**config.mk**
```make
export PLATFORM = sky130hd
export DESIGN_NAME = file_move_swap_decoder
export DESIGN_NICKNAME = d
export VERILOG_FILES = /design/src/verilog/op_classifier.v /design/src/verilog/file_move_swap_decoder.v
export VERILOG_INCLUDE_DIRS = /design/src /design/src/verilog
export SDC_FILE = /design/constraint.sdc
export NUM_CORES = 1
export LEC_CHECK = 0
export ABC_AREA = 1
export BUFFER_PORTS_ARGS = -buffer_cell sky130_fd_sc_hd__clkbuf_2
export CAP_MARGIN = 20
export CORE_MARGIN = 3
export CORE_UTILIZATION = 25
export CTS_CLUSTER_DIAMETER = 100
export CTS_CLUSTER_SIZE = 25
export DETAILED_ROUTE_END_ITERATION = 7
export GPL_TIMING_DRIVEN = 0
export HOLD_SLACK_MARGIN = 0.15
export PLACE_DENSITY = 0.58
export SETUP_SLACK_MARGIN = 0.2
export SYNTH_ARGS = -nofsm -noshare
export SYNTH_HDL_FRONTEND = slang
export SYNTH_SLANG_ARGS = --single-unit
```
**constraint.sdc**
```tcl
create_clock -name clock_i -period 1.6 [get_ports clock_i]
set_input_delay 0.24 -clock clock_i [delete_from_list [all_inputs] [get_ports clock_i]]
set_output_delay 0.24 -clock clock_i [all_outputs]
set_load 0.05 [all_outputs]
```
**src/verilog/file_move_swap_defs.vh**
```
`ifndef FILE_MOVE_SWAP_DEFS_VH
`define FILE_MOVE_SWAP_DEFS_VH

// Opcode field positions and patterns for the 12-bit instruction word.
`define OP_HI_MSB 11
`define OP_HI_LSB 6
`define OP_DEST_BIT 5
`define OP_ADDR_MSB 4
`define OP_ADDR_LSB 0
`define OP_LIT_MSB 7
`define OP_LIT_LSB 0
`define OP_LIT_HI_MSB 11
`define OP_LIT_HI_LSB 8
`define PAT_FILE_MOVE 6'h08
`define PAT_NIBBLE_SWAP 6'h0e
`define PAT_LITERAL_LOAD 4'hc
`define PAT_STORE_HI 7'h01
`define PAT_IDLE 12'h000

// Operation codes handed from the decoder to the datapath.
`define OPC_W 3
`define OPC_NONE 3'h0
`define OPC_MOVE 3'h1
`define OPC_SWAP 3'h2
`define OPC_LIT 3'h3
`define OPC_STORE 3'h4
`define OPC_IDLE 3'h5

// Reset values.
`define WORK_RESET 8'h00
`define ZERO_RESET 1'b0
`define ADDR_RESET 5'h00
`define WDATA_RESET 8'h00
`define PULSE_RESET 1'b0

// Position of the high part of the store pattern.
`define OP_STORE_MSB 11
`define OP_STORE_LSB 5

`endif

```
**src/verilog/op_classifier.v**
```verilog
`timescale 1ns/1ps
`include "file_move_swap_defs.vh"

module op_classifier (
  input wire [11:0] instr_i,
  output reg [2:0] opc_o
);

  always @* begin
    if (instr_i[`OP_HI_MSB:`OP_HI_LSB] == `PAT_FILE_MOVE) begin
      opc_o = `OPC_MOVE;
    end else if (instr_i[`OP_HI_MSB:`OP_HI_LSB] == `PAT_NIBBLE_SWAP) begin
      opc_o = `OPC_SWAP;
    end else if (instr_i[`OP_LIT_HI_MSB:`OP_LIT_HI_LSB] ==
                 `PAT_LITERAL_LOAD) begin
      opc_o = `OPC_LIT;
    end else if (instr_i[`OP_STORE_MSB:`OP_STORE_LSB] == `PAT_STORE_HI) begin
      opc_o = `OPC_STORE;
    end else if (instr_i == `PAT_IDLE) begin
      opc_o = `OPC_IDLE;
    end else begin
      opc_o = `OPC_NONE;
    end
  end

endmodule

```
**src/verilog/file_move_swap_decoder.v**
```verilog
`timescale 1ns/1ps
`include "file_move_swap_defs.vh"


module file_move_swap_decoder (
  input wire clock_i,
  input wire rst_i,
  input wire instr_valid_i,
  input wire [11:0] instr_i,
  input wire [7:0] file_rdata_i,
  output reg [4:0] file_addr_o,
  output reg [7:0] file_wdata_o,
  output reg file_we_o,
  output reg [7:0] work_o,
  output reg zero_o,
  output reg zero_we_o,
  output reg done_o,
  output reg illegal_o
);

  // ****************************************************************
  // Declarations
  // ****************************************************************
  wire [2:0] opc;
  wire dest_file;
  wire [4:0] addr;
  wire [7:0] swapped;
  wire take;
  // Next values and write enables for each registered output but file_addr_o.
  wire work_we;
  wire [7:0] work_d;
  wire [7:0] file_wdata_d;
  wire file_we_d;
  wire zero_d;
  wire zero_we_d;
  wire done_d;
  wire illegal_d;
  reg [7:0] result;
  genvar bit_idx;

  // ****************************************************************
  // Decode helpers
  // ****************************************************************
  // Destination and flag choices live in functions so that the write
  // enables and the flag logic read one decision and cannot drift apart.
  function writes_file;
    input [2:0] op;
    input dest;
    begin
      case (op)
        `OPC_MOVE: begin
          writes_file = dest;
        end
        `OPC_SWAP: begin
          writes_file = dest;
        end
        `OPC_STORE: begin
          writes_file = 1'b1;
        end
        default: begin
          writes_file = 1'b0;
        end
      endcase
    end
  endfunction

  function writes_work;
    input [2:0] op;
    input dest;
    begin
      case (op)
        `OPC_MOVE: begin
          writes_work = ~dest;
        end
        `OPC_SWAP: begin
          writes_work = ~dest;
        end
        `OPC_LIT: begin
          writes_work = 1'b1;
        end
        default: begin
          writes_work = 1'b0;
        end
      endcase
    end
  endfunction

  // Only a file move touches the zero flag; a swap, a literal load, a store
  // and the idle word leave it as it was.
  function touches_zero;
    input [2:0] op;
    begin
      touches_zero = (op == `OPC_MOVE);
    end
  endfunction

  // Both the retire pulse and the refusal pulse use this test.
  function is_handled;
    input [2:0] op;
    begin
      is_handled = (op != `OPC_NONE);
    end
  endfunction

  function is_zero;
    input [7:0] value;
    begin
      is_zero = (value == 8'h00);
    end
  endfunction

  // ****************************************************************
  // Instruction fields
  // ****************************************************************
  op_classifier op_classifier_inst (
    .instr_i(instr_i),
    .opc_o(opc)
  );

  assign take = instr_valid_i;
  assign dest_file = instr_i[`OP_DEST_BIT];
  assign addr = instr_i[`OP_ADDR_MSB:`OP_ADDR_LSB];

  // ****************************************************************
  // Operand paths
  // ****************************************************************
  // The file read is combinational and addressed straight from the word,
  // so the operand settles in the same cycle in which the word is taken.
  // The caller must forward a write of the previous cycle to its read port.
  generate
    for (bit_idx = 0; bit_idx < 4; bit_idx = bit_idx + 1) begin : g_swap
      assign swapped[bit_idx + 4] = file_rdata_i[bit_idx];
      assign swapped[bit_idx] = file_rdata_i[bit_idx + 4];
    end
  endgenerate

  // ****************************************************************
  // Result selection
  // ****************************************************************
  always @* begin
    result = work_o;
    case (opc)
      `OPC_MOVE: begin
        result = file_rdata_i;
      end
      `OPC_SWAP: begin
        result = swapped;
      end
      `OPC_LIT: begin
        result = instr_i[`OP_LIT_MSB:`OP_LIT_LSB];
      end
      `OPC_STORE: begin
        result = work_o;
      end
      default: begin
        result = work_o;
      end
    endcase
  end

  // ****************************************************************
  // Destination
  // ****************************************************************
  // A word that is not decoded here writes nothing, so a word meant for
  // another execution unit cannot disturb W or the file.
  assign file_we_d = take && writes_file(opc, dest_file);
  assign work_we = take && writes_work(opc, dest_file);
  assign work_d = work_we ? result : work_o;
  // The write data is only meaningful while the write pulse is high.
  assign file_wdata_d = result;

  // ****************************************************************
  // Status flag
  // ****************************************************************
  // The flag is written for either destination, which is what lets a move
  // of a register onto itself serve as a zero test of that register.
  assign zero_we_d = take && touches_zero(opc);
  assign zero_d = zero_we_d ? is_zero(result) : zero_o;

  // ****************************************************************
  // Retire
  // ****************************************************************
  // Every handled word retires in exactly one cycle; there is no stall.
  assign done_d = take && is_handled(opc);
  // A refused word pulses illegal_o; W, the zero flag and the file keep their values.
  assign illegal_d = take && !is_handled(opc);

  // ****************************************************************
  // State and outputs
  // ****************************************************************
  // Outputs come straight from flip-flops, so the fetch path and the file
  // see values that stand for the whole of the following cycle.
  always @(posedge clock_i) begin
    if (rst_i) begin
      work_o <= `WORK_RESET;
      zero_o <= `ZERO_RESET;
      zero_we_o <= `PULSE_RESET;
      file_addr_o <= `ADDR_RESET;
      file_wdata_o <= `WDATA_RESET;
      file_we_o <= `PULSE_RESET;
      done_o <= `PULSE_RESET;
      illegal_o <= `PULSE_RESET;
    end else begin
      work_o <= work_d;
      zero_o <= zero_d;
      zero_we_o <= zero_we_d;
      // The address travels with the data, so a write pulse always names
      // the register of the word that made it.
      file_addr_o <= addr;
      file_wdata_o <= file_wdata_d;
      file_we_o <= file_we_d;
      done_o <= done_d;
      illegal_o <= illegal_d;
    end
  end

endmodule

```
==> out/results.txt <==
Status: finished, final reports clean
Fraction of the mapped netlist area in adder cells: 0%
Die ar.: 5678 sq um
Leakage power: 0.8331 nW
Ratio of cells with drive above 1 in the final layout: 32.89%
Synthesized area: 1202 sq um
Post-synthesis area per instance: 7.073 sq um
Slowest stage cell, crit path: nor2_2
DRC viols: 0
Buffer and inverter count on the worst path: 2
Xor/xnor share of the synthesized area: 0%
# diodes: 0
Yosys warns: 0
Largest fanout on the critical path: 8
Cell count after synthesis: 170
Async SR Flop Fraction: 0%
Starting Density: 26.69%
Fmax: 805.8 MHz
Via count: 1,245
CTS Buffer Depth: 2
Synth area leader: dfxtp_1
CTS tree: done
Worst setup EP type: flip-flop
Later-pin clock latency in the skew report: 270 ps
Placed inst area: 1508 sq um
Post-CTS Hold Buffers: 0
FP Rows: 24
Total GRT Usage: 11.93%
IO Pins: 49
EDFF count, synth: 0
Setup Viol. Count Final: 0
IR drop worst, VDD: 0.3274 mV
Pre-CTS setup slack: -33.64 ps
HPWL Detailed: 2.594 mm
Area share of the largest cell type after synthesis: 43.29%
Compound-gate portion of the synthesized area: 9.677%
Clock Tree Root: clkbuf_8
Top cells by count, synth: 33 x nor2_1, 26 x dfxtp_1, 24 x inv_1, 24 x nand2_1, 23 x nand3_1
Ys flop type: dfxtp_1
First-pass GRT wire length: 5.078 mm
Clock Pin Slew Worst Setup and Hold Paths: 80 ps
CP required: 1800 ps
Synth-to-layout area growth: 32.47%
Vias in the first global route: 1,062
Clk sinks: 26
Antenna viol nets, final: 0
Count leader, synth: nor2_1
Startpoint types: primary input
Wire length per cell: 11.59 um
Post-route minimum period: 1241 ps
H-tree Lvls: 1
First drt pass iteration count: 4
CP delay by family, top: simple AND/OR/NAND/NOR gates
Final hold viol count: 0
Pwr Density: 840.6 nW/um^2
Hold WC Path Type: in2reg
Relative slew slack: 74.18%
Worst slew pin tran: 387.3 ps
Final Skew: 6.523 ps
Unique cell type count in the Yosys netlist: 19
Synth Area in Simple Gates: 37.67%
Largest net degree at the start of global routing: 15
Power Total: 0.001339 W
Part of the cycle the worst path needs: 77.56%
Syn Nets: 193
Final worst setup slack: 359.0 ps
Yosys reg bits: 26
Inserted Clock Buffers: 3
Chip Width: 75.35 um
GP Congestion: 0.7964
Worst Path Arrival: 1440 ps
Largest family of logic cells by synthesized area: simple AND/OR/NAND/NOR gates
Nets: 249
Final Slew Violations: 0
Crit Path Class: in2reg
Core region area: 4504 sq um
Port bufs: 48
Total grt overflow: 0
Register area share after synthesis: 43.29%
Routed vias/inst: 4.495
Iter 0 DRT Violations: 72
Post-synthesis mux area share: 0%
Fin area: 1593 sq um
Die H: 75.35 um
Initial antenna violation count: 0
Synth top area cells: dfxtp_1 43%, nor2_1 10%, nand3_1 9.6%
Worst path max stage delay: 170 ps
RSZ-0062 raised after global routing: no
Crit path cell chain: clkbuf_2 -> inv_1 -> nor2_4 -> nand3_4 -> nand3_4 -> nor2_1 -> nor2_2 -> nand2_1 -> nor2_1 -> nand3_1 -> a21oi_2
Max-cap violations: 0
Routed WL: 3.211 mm
per-stage QoR:
| step | utilization [%] | TNS (ps) | cells | hold WS, ps |
|---|---|---|---|---|
| floorplan | - | 0 | 170 | 302.4 |
| global placement | 33.47 | -12.05 | 270 | 477.1 |
| detailed placement | 33.47 | -55.40 | 270 | 476.7 |
| global route | 35.36 | 0 | 277 | 207.9 |
| CTS | 34.69 | 0 | 274 | 197.4 |
| finish | 35.36 | 0 | 277 | 196.9 |
state kept, by name, indices dropped and copies added, names as in the netlist:
signal        cells
work_o            8
zero_o            1
done_o            1
file_we_o         1
illegal_o         1
file_wdata_o      8
file_addr_o       5
zero_we_o         1
per-layer routing:
layer / GRT usage, % / part of all wire (%) / vias to the layer above
li1: - / - / 651
met1: 16.56 / 47 / 537
met2: 17.55 / 42 / 51
met3: 3.694 / 8.2 / 6
met4: 4.078 / 1.9 / 0
met5: 0 / 0 / -
worst min-delay path, stage by stage:
cell and delay, ps:
clkbuf_2 100, inv_1 50, nor2_1 30
kinds of logic after synthesis:
kind of cell           count (synthesis)
DFF                                   26
and+or+nand+nor                       94
buffers and inverters                 28
AOI/OAI and AO/OA                     22
cell usage in the layout, fill, tap and decap left out, types with 3 or more instances in the layout:
| master | instances |
|---|---|
| a21oi_1 | 9 |
| buf_4 | 3 |
| clkbuf_2 | 48 |
| clkbuf_8 | 4 |
| dfxtp_1 | 26 |
| inv_1 | 24 |
| nand2_1 | 24 |
| nand3_1 | 23 |
| nor2_1 | 30 |
| nor2_2 | 9 |
| o21ai_0 | 10 |
power breakdown:
group | switching (W) | total [W] | internal (W)
Combinational | 0.000181 | 0.000252 | 0.0000707
Clock | 0.000191 | 0.000410 | 0.000220
Sequential | 0.00000821 | 0.000677 | 0.000669
worst paths after layout:
check / slack [ps] / start / cells after the start / endpoint
setup / recovery: 360 / instr_i[9] / 11 / zero_o
setup reg to reg: 600 / work_o[4] / 7 / zero_o
hold / removal: 200 / instr_i[4] / 3 / file_addr_o[4]
hold reg to reg: 480 / zero_o / 2 / zero_o
area by class of cell:
cell class / instances / area [sq um]
Fill cell: 525 / 2912
Multi-Input combinational cell: 116 / 576.8
Sequential cell: 26 / 520.5
Timing Repair Buffer: 51 / 262.8
Inverter: 26 / 97.59
Tap cell: 52 / 65.06
Clock buffer: 4 / 55.05
Buffer: 2 / 15.01
what timing repair did:
item / 4_1_cts / 5_1_grt
gates resized for setup: 0 / 3
setup buffers: 0 / 3
endpoints found under the setup margin: 0 / 3
(Power assumes the default switching activity.)
